### config.mk
export PLATFORM = sky130hd
export DESIGN_NAME = tmc_timer
export DESIGN_NICKNAME = d
export VERILOG_FILES = /design/src/tmc_pkg.sv /design/src/tmc_timer.sv /design/src/tmc_sync_edge.sv
export SDC_FILE = /design/constraint.sdc
export NUM_CORES = 1
export LEC_CHECK = 0
export BUFFER_PORTS_ARGS = -buffer_cell sky130_fd_sc_hd__buf_2
export CAP_MARGIN = 10
export CORE_MARGIN = 5
export CORE_UTILIZATION = 30
export CTS_BUF_LIST = sky130_fd_sc_hd__clkbuf_16
export DETAILED_ROUTE_END_ITERATION = 8
export RECOVER_POWER = 25
export SLEW_MARGIN = 20
export SYNTH_ARGS = -nofsm -noshare
export SYNTH_HDL_FRONTEND = slang
export SYNTH_SLANG_ARGS = --single-unit
### constraint.sdc
create_clock -name clk_sys_in -period 3.4 [get_ports clk_sys_in]
set_input_delay 0.68 -clock clk_sys_in [delete_from_list [all_inputs] [get_ports clk_sys_in]]
set_output_delay 0.68 -clock clk_sys_in [all_outputs]
set_load 0.02 [all_outputs]
### src/tmc_pkg.sv
// Package for the 16-bit match window timer: offsets, fields, reset values, types
package tmc_pkg;

  // Register byte offsets
  localparam logic [7:0] OFS_CONTROL   = 8'h00;
  localparam logic [7:0] OFS_CMP_LOW   = 8'h04;
  localparam logic [7:0] OFS_CMP_HIGH  = 8'h08;
  localparam logic [7:0] OFS_COUNT     = 8'h0c;
  localparam logic [7:0] OFS_SYSTEM    = 8'h10;

  // Control register field positions
  localparam int CTL_MODE_BIT = 0;
  localparam int CTL_CK_LSB   = 2;
  localparam int CTL_RUN_BIT  = 5;

  // System register field positions
  localparam int SYS_PMODE_LSB = 0;
  localparam int SYS_TAP_BIT   = 2;
  localparam int SYS_STOP_BIT  = 3;

  // Reset values
  localparam logic [15:0] CMP_RESET  = 16'h0000;
  localparam logic [2:0]  CK_RESET   = 3'h0;
  localparam logic [1:0]  PM_RESET   = 2'h0;

  // Divider taps, as powers of two
  localparam int FC_TAP_23 = 23;
  localparam int FC_TAP_13 = 13;
  localparam int FC_TAP_8  = 8;
  localparam int FC_TAP_3  = 3;
  localparam int FS_TAP_15 = 15;
  localparam int FS_TAP_5  = 5;

  // Upper compare bits used for warm-up matching
  localparam int WARM_LSB = 11;

  // Clock source codes
  typedef enum logic [2:0] {
    CK_DIV_A   = 3'h0,
    CK_DIV_B   = 3'h1,
    CK_DIV_C   = 3'h2,
    CK_DIV_D   = 3'h3,
    CK_MAIN    = 3'h4,
    CK_SUB     = 3'h5,
    CK_RESV    = 3'h6,
    CK_PIN     = 3'h7
  } tmc_clk_src_t;

  // Power modes, Gray ordered
  typedef enum logic [1:0] {
    PM_NORMAL = 2'h0,
    PM_LOW_SPEED_MODE_ONE  = 2'h1,
    PM_LOW_SPEED_MODE_TWO  = 2'h3,
    PM_SLEEP  = 2'h2
  } tmc_pmode_t;

  // Classic Wishbone request
  typedef struct packed {
    logic        cyc;
    logic        stb;
    logic        we;
    logic [7:0]  adr;
    logic [3:0]  sel;
    logic [31:0] dat;
  } tmc_wb_req_t;

  // Edge detector outputs
  typedef struct packed {
    logic level;
    logic rise;
    logic fall;
  } tmc_edge_t;

endpackage : tmc_pkg

### src/tmc_timer.sv
// 16-bit match timer/counter with timer, event and window modes
// Function
// - Old compare value stays in use until the high byte completes the pair.
// - Control read returns bits 7, 6 and 1 without meaning.
// - Source code 100 gives the undivided main clock, timer mode in slow two.
// - Entering stop mode clears run control; software restarts after release.
// - Codes 000 to 011 pick divided clocks; 100 main, 101 sub; 110 reserved; 111 the pin.
// - Timer mode counts internal ticks; on match interrupt, clear and continue.
// - Main clock in slow two matches on upper five compare bits only.
// - Timer mode on main or sub clock can time oscillator warm-up.
// - Event mode counts pin rising edges, resuming after each clear.
// - Event mode match is checked and signalled at the pin falling edge.
// - Window mode counts internal ticks only while pin is high.
// - Three behaviours: timing, edge counting, gated window counting.
//
// Added by the designer: the Wishbone slave port and the address map.
`timescale 1ns/1ps
module tmc_timer (
  input  wire logic        clk_sys_in,
  input  wire logic        sys_rst_in,
  input  wire logic        wb_cyc_in,
  input  wire logic        wb_stb_in,
  input  wire logic        wb_we_in,
  input  wire logic [7:0]  wb_adr_in,
  input  wire logic [3:0]  wb_sel_in,
  input  wire logic [31:0] wb_dat_in,
  input  wire logic        count_input_pin_in,
  input  wire logic        sub_osc_clock_in,
  output logic             wb_ack_out,
  output logic [31:0]      wb_dat_out,
  output logic             match_interrupt_out
);

  typedef struct packed {
    logic                 run;
    logic [2:0]           clk_src;
    logic                 window;
    logic [15:0]          cmp;
    logic                 low_pending;
    logic [7:0]           low_hold;
    logic [15:0]          cnt;
    tmc_pkg::tmc_pmode_t  pmode;
    logic                 tap_sel;
    logic [22:0]          main_div;
    logic [14:0]          sub_div;
    logic                 ack;
    logic [31:0]          rdat;
    logic                 irq;
  } tmc_state_t;

  tmc_state_t          state;
  tmc_state_t          next_state;
  tmc_pkg::tmc_wb_req_t req;
  tmc_pkg::tmc_edge_t   pin;
  tmc_pkg::tmc_edge_t   sub;

  logic        tick;
  logic        warm;
  logic        bus_write;
  logic        bus_read;
  logic [15:0] inc;
  logic [7:0]  ctrl_rd;

  tmc_sync_edge u_pin_sync (
    .clk_sys_in (clk_sys_in),
    .sys_rst_in (sys_rst_in),
    .pin_in     (count_input_pin_in),
    .edge_out   (pin)
  );

  tmc_sync_edge u_sub_sync (
    .clk_sys_in (clk_sys_in),
    .sys_rst_in (sys_rst_in),
    .pin_in     (sub_osc_clock_in),
    .edge_out   (sub)
  );

  // True when the low n bits of a divider are all ones
  function automatic logic div_tick(input logic [22:0] div, input int n);
    logic [22:0] mask;
    mask = 23'((33'h1 << n) - 33'h1);
    div_tick = ((div & mask) == mask);
  endfunction : div_tick

  // Compare, optionally on the upper five bits only
  function automatic logic is_match(input logic [15:0] cnt, input logic [15:0] cmp,
                                    input logic upper_only);
    if (upper_only)
      is_match = (cnt[15:tmc_pkg::WARM_LSB] == cmp[15:tmc_pkg::WARM_LSB]);
    else
      is_match = (cnt == cmp);
  endfunction : is_match

  // Tick of the selected internal source for the present power mode
  function automatic logic src_tick(input logic [2:0] src, input tmc_pkg::tmc_pmode_t pm,
                                    input logic tap, input logic [22:0] mdiv,
                                    input logic [14:0] sdiv, input logic srise);
    logic        low_speed;
    logic [22:0] sx;
    low_speed = (pm != tmc_pkg::PM_NORMAL);
    sx        = {8'h00, sdiv};
    src_tick  = 1'b0;
    unique case (tmc_pkg::tmc_clk_src_t'(src))
      tmc_pkg::CK_DIV_A:
        if (low_speed || tap)
          src_tick = srise & div_tick(sx, tmc_pkg::FS_TAP_15);
        else
          src_tick = div_tick(mdiv, tmc_pkg::FC_TAP_23);
      tmc_pkg::CK_DIV_B:
        if (low_speed || tap)
          src_tick = srise & div_tick(sx, tmc_pkg::FS_TAP_5);
        else
          src_tick = div_tick(mdiv, tmc_pkg::FC_TAP_13);
      tmc_pkg::CK_DIV_C:
        src_tick = ~low_speed & div_tick(mdiv, tmc_pkg::FC_TAP_8);
      tmc_pkg::CK_DIV_D:
        src_tick = ~low_speed & div_tick(mdiv, tmc_pkg::FC_TAP_3);
      tmc_pkg::CK_MAIN:
        src_tick = (pm == tmc_pkg::PM_LOW_SPEED_MODE_TWO);
      tmc_pkg::CK_SUB:
        src_tick = ~low_speed & srise;
      tmc_pkg::CK_RESV:
        src_tick = 1'b0;
      tmc_pkg::CK_PIN:
        src_tick = 1'b0;
    endcase
  endfunction : src_tick

  always_comb
  begin
    req.cyc = wb_cyc_in;
    req.stb = wb_stb_in;
    req.we  = wb_we_in;
    req.adr = wb_adr_in;
    req.sel = wb_sel_in;
    req.dat = wb_dat_in;
  end

  always_comb
  begin
    next_state = state;
    next_state.irq = 1'b0;
    next_state.main_div = state.main_div + 23'h1;
    if (sub.rise)
      next_state.sub_div = state.sub_div + 15'h1;

    // Undivided main clock in slow two: upper bits only
    warm = (state.clk_src == tmc_pkg::CK_MAIN) && (state.pmode == tmc_pkg::PM_LOW_SPEED_MODE_TWO)
           && !state.window;
    tick = src_tick(state.clk_src, state.pmode, state.tap_sel,
                    state.main_div, state.sub_div, sub.rise);
    inc  = state.cnt + 16'h1;

    ctrl_rd = 8'h00;
    ctrl_rd[tmc_pkg::CTL_RUN_BIT] = state.run;
    ctrl_rd[tmc_pkg::CTL_CK_LSB +: 3] = state.clk_src;
    ctrl_rd[tmc_pkg::CTL_MODE_BIT] = state.window;

    bus_read  = req.cyc && req.stb && !state.ack;
    bus_write = req.cyc && req.stb && req.we && state.ack && req.sel[0];

    // Classic slave: ack one cycle after the strobe, dropped next cycle
    next_state.ack = bus_read;
    if (bus_read)
    begin
      next_state.rdat = 32'h0000_0000;
      unique case (req.adr)
        tmc_pkg::OFS_CONTROL:  next_state.rdat = {24'h000000, ctrl_rd};
        tmc_pkg::OFS_CMP_LOW:  next_state.rdat = {24'h000000, state.cmp[7:0]};
        tmc_pkg::OFS_CMP_HIGH: next_state.rdat = {24'h000000, state.cmp[15:8]};
        tmc_pkg::OFS_COUNT:    next_state.rdat = {16'h0000, state.cnt};
        tmc_pkg::OFS_SYSTEM:   next_state.rdat = {29'h0, state.tap_sel, state.pmode};
        default:               next_state.rdat = 32'h0000_0000;
      endcase
    end

    // Counting
    if (!state.run)
      next_state.cnt = 16'h0000;
    else if (state.clk_src == tmc_pkg::CK_PIN && !state.window)
    begin
      if (pin.rise)
        next_state.cnt = inc;
      else if (pin.fall && is_match(state.cnt, state.cmp, 1'b0))
      begin
        next_state.cnt = 16'h0000;
        next_state.irq = 1'b1;
      end
    end
    else if (tick && (!state.window || (pin.level && state.pmode == tmc_pkg::PM_NORMAL)))
    begin
      // Window gating or plain timing on the internal tick
      if (is_match(inc, state.cmp, warm))
      begin
        next_state.cnt = 16'h0000;
        next_state.irq = 1'b1;
      end
      else
        next_state.cnt = inc;
    end

    // Register writes take effect at the acknowledged edge
    if (bus_write)
    begin
      unique case (req.adr)
        tmc_pkg::OFS_CONTROL:
        begin
          next_state.run     = req.dat[tmc_pkg::CTL_RUN_BIT];
          next_state.clk_src = req.dat[tmc_pkg::CTL_CK_LSB +: 3];
          next_state.window  = req.dat[tmc_pkg::CTL_MODE_BIT];
        end
        tmc_pkg::OFS_CMP_LOW:
        begin
          next_state.low_hold    = req.dat[7:0];
          next_state.low_pending = 1'b1;
        end
        tmc_pkg::OFS_CMP_HIGH:
        begin
          if (state.low_pending)
          begin
            next_state.cmp         = {req.dat[7:0], state.low_hold};
            next_state.low_pending = 1'b0;
          end
          else if (warm)
            next_state.cmp[15:8] = req.dat[7:0];
        end
        tmc_pkg::OFS_SYSTEM:
        begin
          next_state.pmode   = tmc_pkg::tmc_pmode_t'(req.dat[tmc_pkg::SYS_PMODE_LSB +: 2]);
          next_state.tap_sel = req.dat[tmc_pkg::SYS_TAP_BIT];
          if (req.dat[tmc_pkg::SYS_STOP_BIT])
            next_state.run = 1'b0;
        end
        default:
        begin
          next_state.run = next_state.run;
        end
      endcase
    end
  end

  always_ff @(posedge clk_sys_in)
  begin
    if (sys_rst_in)
    begin
      state         <= '0;
      state.clk_src <= tmc_pkg::CK_RESET;
      state.cmp     <= tmc_pkg::CMP_RESET;
      state.pmode   <= tmc_pkg::tmc_pmode_t'(tmc_pkg::PM_RESET);
    end
    else
      state <= next_state;
  end

  always_comb
  begin
    wb_ack_out          = state.ack;
    wb_dat_out          = state.rdat;
    match_interrupt_out = state.irq;
  end

endmodule : tmc_timer

### src/tmc_sync_edge.sv
// Two-flop synchroniser with edge detection for an outside pin
`timescale 1ns/1ps
module tmc_sync_edge (
  input  wire logic           clk_sys_in,
  input  wire logic           sys_rst_in,
  input  wire logic           pin_in,
  output tmc_pkg::tmc_edge_t  edge_out
);

  typedef struct packed {
    logic meta;
    logic sync;
    logic last;
  } tmc_sync_state_t;

  tmc_sync_state_t state;
  tmc_sync_state_t next_state;

  always_comb
  begin
    next_state      = state;
    next_state.meta = pin_in;
    next_state.sync = state.meta;
    next_state.last = state.sync;
    edge_out.level  = state.sync;
    edge_out.rise   = state.sync & ~state.last;
    edge_out.fall   = ~state.sync & state.last;
  end

  always_ff @(posedge clk_sys_in)
  begin
    if (sys_rst_in)
      state <= '0;
    else
      state <= next_state;
  end

endmodule : tmc_sync_edge

# Yosys cells after proc, flatten, opt, wreduce, memory -nomap -nowiden
# Index checks and enable logic that the tools add are counted.
# totals
n_memories,0
wordCells,119
reg_bits,127
latch_bits,0
mem_bits_ro,0
ramBits,0
inputBits,51
# op_classes
n_mux,26
n_div,0
bitwise,13
add_sub_neg,3
reduce_logical,33
eq_ne,23
n_shift,0
n_lt_le_gt_ge,0
mul,0
# ops
cell,n
two-way mux 16 bit,5
case mux 16 bit (5 select lines),1
equality test 16 bit,2
"adder 23 x 1 -> 23 bit, second input constant",1
"equality test 23 bit, second input constant",1
"adder 16 x 1 -> 16 bit, second input constant",1
"equality test 8 x 4 -> 1 bit, second input constant",2
two-way mux 8 bit,2
"adder 15 x 1 -> 15 bit, second input constant",1
"equality test 15 bit, second input constant",1
"equality test 3 bit, second input constant",5
two-way mux 1 bit,15
"equality test 13 bit, second input constant",1
logical AND 1 bit,11
AND reduction 2 bit,5
nonzero test 2 bit,5
AND reduction 3 bit,3
AND 1 bit,8
"equality test 8 x 3 -> 1 bit, second input constant",1
"equality test 8 x 5 -> 1 bit, second input constant",1
"equality test 8 bit, second input constant",1
logical NOT 8 bit,1
case mux 1 bit (7 select lines),1
"equality test 3 x 2 -> 1 bit, second input constant",2
13 further kinds,21

# Depth between registers and ports, before layout
# Gate-level depths: netlist (run 1).
# depth
ltp_word,12
mapped_depth,11
ltp_nobuf,10

# Hierarchy
# From an unflattened synthesis (run 1), not the netlist that was laid out.
# unflattened
cells_unflattened,692
hier_area_um2,5810.6
# by_module_without_submodules
mod,seq_area_each_um2,n_inst,cells_each,area_each_um2
tmc_timer,2102.0,1,674,5612.9
tmc_sync_edge,60.1,2,9,98.8

# Least setup slack after synthesis (run 1)
# Ideal clock, no wire load.
# synth_timing
path_type,input-to-reg
startpoint,input port wb_adr_in[1]
endpoint,register state[108] (netlist name)
path_slack_ns,0.725
t_required_ns,3.272
stages,7
arrival_time_ns,2.547
path_cell_list,or4_1 > or3_1 > nor4_2 > o211a_1 > buf_4 > mux2i_1 > nor2_1
# synth_via
elab_chain_len,2
# synth_lines
item,line_no,text
"start, declared",tmc_timer.sv:24,"input wire logic [7:0] wb_adr_in,"
equality test 8 x 4 -> 1 bit,tmc_timer.sv:205,unique case (req.adr)
AND reduction 3 bit (no source line),-,
"end signal, assigned",tmc_timer.sv:252,state <= next_state;
"end, declared",tmc_timer.sv:51,tmc_state_t state;
# No other way between the ends.
# A chain may end at the register's enable or synchronous reset.

# Final worst setup path (run 1)
# layout_timing
startpoint,register state[34] (netlist name)
endpoint,register state[88] (netlist name)
# layout_via
elab_chain_len,7
word_cells_on_any_way,10
classes_between,2 x eq/ne; 3 x mux; 2 x bitwise; 3 x reduce/logical
# layout_lines
item,line_no,text
equality test 15 bit or equality test 5 bit (tied branches),tmc_timer.sv:82,div_tick = ((div & mask) == mask);
AND 1 bit (on tied branches),"tmc_timer.sv:106, tmc_timer.sv:111",
two-way mux 1 bit (on tied branches),"tmc_timer.sv:105, tmc_timer.sv:110",
case mux 1 bit (7 select lines) (*),tmc_timer.sv:103,unique case (tmc_pkg::tmc_clk_src_t'(src))
logical AND 1 bit (*),tmc_timer.sv:190,else if (tick && (!state.window || (pin.level && state.pmode == tmc_pkg::PM_NORMAL)))
nonzero test 2 bit (no source line) (*),-,
AND reduction 2 bit (no source line) (*),-,
# Mark *: on every way between the ends. The rest lies on a longest branch, timed or not.

==> qor.txt, run 1 <==
Crit path DAT: 3.26 ns
R2r worst-path depth: 10
WHS Path Cells: 1
CTS resizes: 0
Die Area: 22200 µm²
CP Capture Type: register
Max-Cap Viols: 1
Critical Path Fanout Max: 19
Setup repair after global routing missed its margin: false
Synth Register Bits: 111
WS Path Type: reg2reg
Worst Hold Path EP: u_pin_sync.edge_out[2]
CTS max path bufs: 2
CTS tree: done
CTS buffer count: 9
CTS H-tree lvls: 3
Status: complete, but fails checks
Layout cell share with drive strength beyond 1: 0.113
Clock transition at path regs: 0.08 ns
Maximum vdd drop: 0.175 mV
Crit share post-route: 0.876
Final GP Congestion: 0.845
Largest net degree at the start of global routing: 95
Clock skew: 0.00887 ns
Seq/Total Area, Yosys: 0.384
DR iter-0 viols: 334
Root buf cell: clkbuf_16
FF-to-FF End: state[88]
Post-synth EDFFs: 0
Power per standard cell area: 389 nW/µm²
Worst-margin pin slew: 1.88 ns
Antenna violations before repair: 1
Util after Layout: 0.332
Relative slew slack: -0.253
Core area: 18800 µm²
First-pass GRT wire length: 21600 µm
Initial Util: 0.307
Final net count: 731
Row count: 50
IO Pins: 85
Setup crit start: state[34]
Cell count after synthesis: 671
DR pass1 iterations: 4
# DRC: 0
Clk_lat worst skew: 0.36 ns
Vias in the first global route: 4124
Routed wire length: 13300 µm
Avg Inst Size Synth: 8.62 µm²
DP Wirelength: 9690 µm
CP startpoint kind: register
Min Tclk post-route: 2.98 ns
Ys Warns: 0
GR Util All Layers: 0.122
DIE HEIGHT: 149 µm
Synth unique cells: 73
Via Count: 4557
Synth-to-layout area growth: 7.98%
HP Start: u_pin_sync.next_state[1]
Required time of the critical path: 3.69 ns
Hold Path Class: reg2reg
Leakage power: 0.00227 µW
Post-synth top flop: dfxtp_1
GR Overflow Total: 0
Number of antenna diodes: 0
Synth Cell Area: 5790 µm²
Violated checks: capacitance limit, slew limit
Final hold vios: 0
Die width: 149 µm
Reg-to-Reg Start: state[34]
Hold_buf cts: 0
DR WL/cell: 14.1 µm
Setup repair bufs after CTS: 0
Reg2reg setup slack: 0.42 ns
DR vias/cell: 4.85
Ys async rst share: 0
Final setup fails: 0
Clock Sinks: 111
Port Buffer Count: 41
Post-route ant nets: 0
Slew Limit Fails: 95
Fin Setup TNS: 0 ns
Max Clock Freq: 0.336 GHz
==> synthesized netlist by cell type (3+ instances only) <==
master	n	area share
nor3b_1	3	0.0039
nand4_1	10	0.011
nor2_1	88	0.057
or4_1	3	0.0039
and4_1	3	0.0045
buf_4	35	0.045
and3_1	9	0.0097
buf_2	4	0.0035
o21ai_0	22	0.019
buf_1	3	0.0019
nor3_1	10	0.0087
buf_6	5	0.0097
dfxtp_1	111	0.38
nand3_1	35	0.030
xor2_1	25	0.038
a22oi_1	12	0.016
a21oi_1	35	0.030
nor4_1	5	0.0054
ha_1	5	0.011
o311ai_1	3	0.0045
mux2i_1	29	0.050
nor2b_1	13	0.014
nand2_1	64	0.042
or2_2	3	0.0032
a221o_1	3	0.0052
or3_1	16	0.017
inv_1	11	0.0071
xnor2_1	22	0.033
clkbuf_1	20	0.013
mux4_2	5	0.019
nand3_2	3	0.0052
==> where the power goes <==
part	internal, µW	switching [µW]
Sequential	1310	6.79
Combinational	24.6	70.2
Clock	512	512
Total	1840	589
==> logic make-up (layout without fill, tap and decap cells) <==
group                    Yosys count  count (layout)  synth area share
flip-flops                       111             111             0.384
XOR/XNOR                          48              48            0.0750
other                              1              16          0.000648
AO/OA/AOI/OAI                    100             100             0.115
adder cells (fa/ha/maj)            5               5            0.0108
multiplexers                      36              36            0.0735
buffers and inverters             79              73            0.0815
AND/OR/NAND/NOR                  291             291             0.259
==> cells in the final DEF, fill, tap and decap left out, types with 3 or more instances in the layout <==
cell type / netlist / routed
nand3_2: 3 / 3
buf_2: 4 / 26
or2_2: 3 / 3
and3_1: 9 / 9
xnor2_1: 22 / 22
inv_6: 0 / 3
nor2b_1: 13 / 13
and4_1: 3 / 3
dfxtp_1: 111 / 111
nor3b_1: 3 / 3
a21oi_1: 35 / 35
nor4_1: 5 / 5
nor3_1: 10 / 10
or4_1: 3 / 3
inv_1: 11 / 11
ha_1: 5 / 5
xor2_1: 25 / 25
buf_4: 35 / 4
a22oi_1: 12 / 12
nand4_1: 10 / 10
clkbuf_16: 0 / 9
o311ai_1: 3 / 3
or3_1: 16 / 16
clkbuf_1: 20 / 15
mux2i_1: 29 / 29
conb_1: 1 / 16
a221o_1: 3 / 3
nor2_1: 88 / 88
nand2_1: 64 / 64
o21ai_0: 22 / 22
nand3_1: 35 / 35
mux4_2: 5 / 5
==> registers in the layout, summed over array words and instances (netlist names) <==
signal	flops
u_pin_sync.next_state	1
state	82
u_sub_sync.state	1
u_sub_sync.edge_out	1
u_sub_sync.next_state	1
match_interrupt_out	1
u_pin_sync.state	1
wb_dat_out	16
wb_ack_out	1
ctrl_rd	5
u_pin_sync.edge_out	1
==> final cells by class <==
type | instances | area (µm²)
inverter | 11 | 41.3
fill | 1979 | 12600
tap | 260 | 325
clock inverter | 7 | 63.8
timing repair buffer | 46 | 221
sequential | 111 | 2220
clock buffer | 9 | 225
multi-input combinational | 496 | 3150
==> critical path: stages (launching register included) <==
cell	delay [ns]
dfxtp_1	0.37
ha_1	0.19
and3_1	0.17
ha_1	0.18
or4b_1	0.43
a221o_1	0.33
a32oi_2	0.31
o211ai_2	0.14
a21oi_4	0.40
or2b_1	0.27
mux2i_1	0.11
==> routing by layer <==
layer / vias to the layer above / wire, µm / global-route usage
met5: - / 11 / 0
met3: 17 / 913 / 0.0270
met1: 2122 / 6520 / 0.176
met4: 2 / 233 / 0.0467
met2: 113 / 5580 / 0.176
li1: 2303 / - / -
==> how the worst max path moves through the flow <==
stage | to | slack, ns
2_1_floorplan | state[108] | 0.73
3_3_place_gp | state[112] | 0.23
3_5_place_dp | state[114] | 0.18
4_1_cts | state[88] | 0.41
5_1_grt | state[88] | 0.24
6_report | state[88] | 0.42
==> metrics by stage <==
stage / power, µW / std cells / hold slack [ns] / setup WS (ns) / area, µm²
3_3_place_gp: 1440 / 924 / 0.434 / 0.232 / 5980
5_1_grt: 2540 / 940 / 0.478 / 0.239 / 6250
2_1_floorplan: 1420 / 686 / 0.414 / 0.725 / 5840
6_report: 2430 / 940 / 0.444 / 0.421 / 6250
3_5_place_dp: 1440 / 924 / 0.431 / 0.181 / 5980
4_1_cts: 2470 / 940 / 0.450 / 0.412 / 6270
Note: power is estimated with default switching activity, not from simulation.
==> run 2: changes to the inputs <==
--- a/config.mk
+++ b/config.mk
@@ -5,12 +5,14 @@
 export SDC_FILE = /design/constraint.sdc
 export NUM_CORES = 1
 export LEC_CHECK = 0
+export ABC_AREA = 1
 export BUFFER_PORTS_ARGS = -buffer_cell sky130_fd_sc_hd__buf_2
 export CAP_MARGIN = 10
 export CORE_MARGIN = 5
 export CORE_UTILIZATION = 30
 export CTS_BUF_LIST = sky130_fd_sc_hd__clkbuf_16
 export DETAILED_ROUTE_END_ITERATION = 8
+export HOLD_SLACK_MARGIN = 0.03
 export RECOVER_POWER = 25
 export SLEW_MARGIN = 20
 export SYNTH_ARGS = -nofsm -noshare
==> run 2 against run 1 <==
Net effect:
- the run still ends with capacitance limit, slew limit left
- non-clock buffer count grew 4
- via count grew 16%
- sequential cell count stayed put
- critical path type is now in2reg
- critical endpoint is now state[45]
- highest routed layer is now met4
==> qor.txt, run 2 <==
Post-route ant nets: 0 (unchanged)
Clock Sinks: 111 (unchanged)
Most common cell after layout, fill and taps aside: nand2_1
R2r worst-path depth: 12 (+2)
Reg-to-Reg Start: state[49]
Seq/Total Area, Yosys: 0.374 (-0.0103)
DIE HEIGHT: 151 µm (+1.3%)
Placed inst area: 6230 µm² (+4.2%)
Finished Cell Area: 6490 µm² (+3.9%)
Leakage power: 0.00246 µW (+8.3%)
Core area: 19500 µm² (+3.4%)
Die width: 151 µm (+1.3%)
CP Capture Type: register
Setup repair bufs after CTS: 0 (unchanged)
Mux share of post-synthesis cell area: 0 (-0.0735)
DP Wirelength: 11000 µm (+14%)
Power per standard cell area: 373 nW/µm² (-4.2%)
Largest register by flop count: state
Max Clock Freq: 0.396 GHz (+18%)
Violated checks: capacitance limit, slew limit
WHS Path Cells: 2 (+1)
Synth-to-layout area growth: 9.16%
CTS H-tree lvls: 3 (unchanged)
Fin Setup TNS: 0 ns (unchanged)
Final net count: 927 (+27%)
Hold Path Class: reg2reg
Port Buffer Count: 41 (unchanged)
Synth unique cells: 41 (-44%)
Min Tclk post-route: 2.53 ns (-0.452 ns)
CTS resizes: 0 (unchanged)
Max-Cap Viols: 2 (+1)
Final GP Congestion: 0.879 (+4.0%)
DR pass1 iterations: 6 (+2)
Synth Register Bits: 111 (unchanged)
Yosys top cell area share: 0.374 (-0.0103)
Post-synthesis compound-gate area fraction: 0.176 (+0.0607)
WS Path Type: in2reg
Maximum vdd drop: 0.249 mV (+42%)
CTS max path bufs: 2 (unchanged)
Required time of the critical path: 3.65 ns (-0.04 ns)
First-pass GRT wire length: 24700 µm (+14%)
IO Pins: 85 (unchanged)
Largest net degree at the start of global routing: 50 (-47%)
Row count: 51 (+2.0%)
Number of antenna diodes: 0 (unchanged)
DR WL/cell: 13.1 µm (-7.3%)
Largest family of logic cells by synthesized area: simple AND/OR/NAND/NOR gates
Most frequent cell after synthesis: nand2_1
Clock skew: 0.00606 ns (-0.00280 ns)
Post-synth EDFFs: 0 (unchanged)
Synth Area in Simple Gates: 0.281 (+0.0221)
Post-synth top flop: dfxtp_1
DR vias/cell: 4.65 (-4.0%)
Status: complete, but fails checks
Synth Cell Area: 5940 µm² (+2.7%)
Vias in the first global route: 4920 (+19%)
Final hold vios: 0 (unchanged)
Crit share post-route: 0.743 (-0.133)
Antenna violations before repair: 0 (-1)
Layout cell share with drive strength beyond 1: 0.126 (+0.0125)
Commonest non-fill, non-tap cells in the layout: nand2_1 (162), dfxtp_1 (111), inv_1 (97)
Ys async rst share: 0 (unchanged)
Relative slew slack: -0.580 (-0.327)
Hold_buf cts: 0 (unchanged)
Final setup fails: 0 (unchanged)
Die Area: 22700 µm² (+2.6%)
CTS buffer count: 9 (unchanged)
CTS tree: done
Ys Warns: 0 (unchanged)
Leading cell types by count after synthesis: nand2_1 (162), dfxtp_1 (111), inv_1 (96)
Slew Limit Fails: 96 (+1.1%)
Post-synth top area cell: dfxtp_1
Clock transition at path regs: 0.08 ns (about the same)
XOR/XNOR Fraction of Synth Area: 0.0293 (-0.0458)
Root buf cell: clkbuf_16
Routed wire length: 14900 µm (+12%)
Worst-margin pin slew: 2.37 ns (+0.490 ns)
GR Util All Layers: 0.134 (+0.0125)
Cell count after synthesis: 855 (+27%)
CP startpoint kind: primary input
# DRC: 0 (unchanged)
Critical Path Fanout Max: 49 (+30)
DR iter-0 viols: 374 (+12%)
Setup repair after global routing missed its margin: false
Max reg flops: 82 (unchanged)
Initial Util: 0.305 (-0.00181)
Via Count: 5304 (+16%)
GR Overflow Total: 0 (unchanged)
Synth top area cells: dfxtp_1 (37%), nand2_1 (10%), a21oi_1 (7.9%)
Avg Inst Size Synth: 6.95 µm² (-19%)
Synth Area in Adders: 0.0105 (-0.000289)
Clk_lat worst skew: 0.35 ns (about the same)
Crit path DAT: 2.78 ns (-0.48 ns)
Setup crit start: sys_rst_in
HP Start: u_pin_sync.next_state[1]
[run 2: through the flow]
stage / hold WS, ns / setup WS (ns) / utilization / power (µW) / cells
finish: 0.405 / 0.873 / 0.333 / 2420 / 1140
global route: 0.432 / 0.601 / 0.333 / 2510 / 1140
CTS: 0.407 / 1.01 / 0.334 / 2460 / 1140
detailed placement: 0.396 / 0.647 / 0.320 / 1450 / 1125
global placement: 0.394 / 0.680 / 0.320 / 1450 / 1125
floorplan: 0.388 / 1.30 / - / 1420 / 870
[run 2: worst paths after layout]
path                                          endpoint  slack (ns)
worst max register to register               state[83]        1.09
worst max-delay path                         state[45]        0.87
worst min-delay path            u_pin_sync.edge_out[2]        0.41
worst min register to register  u_pin_sync.edge_out[2]        0.41
[run 2: logic make-up (layout without fill, tap and decap cells)]
logic type | after synthesis | in the layout
and+or+nand+nor | 369 | 369
adders and majority gates | 5 | 5
xor gates and xnor gates | 19 | 19
other | 1 | 16
AOI/OAI and AO/OA | 186 | 186
buffers and inverters | 164 | 169
DFF | 111 | 111
[run 2: final cells by class]
cell class | instances | area, µm²
Clock buffer | 9 | 225
Clock inverter | 6 | 46.3
Fill cell | 2160 | 13000
Inverter | 104 | 390
Multi-Input combinational cell | 595 | 3010
Sequential cell | 111 | 2220
Tap cell | 265 | 332
Timing Repair Buffer | 50 | 259
[run 2: worst max-delay path: stages]
cell and delay, ns:
buf_2 0.09, clkbuf_1 1.69, nor2_1 0.12, o21a_1 0.19
[run 2: routing by layer]
metal | routed length (µm) | global-route usage | share of wire | up-vias
li1 | - | - | - | 2769
met1 | 6900 | 0.178 | 0.46 | 2401
met2 | 7080 | 0.226 | 0.48 | 116
met3 | 643 | 0.0250 | 0.043 | 18
met4 | 274 | 0.0335 | 0.018 | 0
met5 | 0 | 0 | 0 | -
[run 2: report_power, final]
group	internal [µW]	switching (µW)	total, µW
registers	1310	6.12	1310
clock network	502	504	1010
logic	26.2	74.2	100
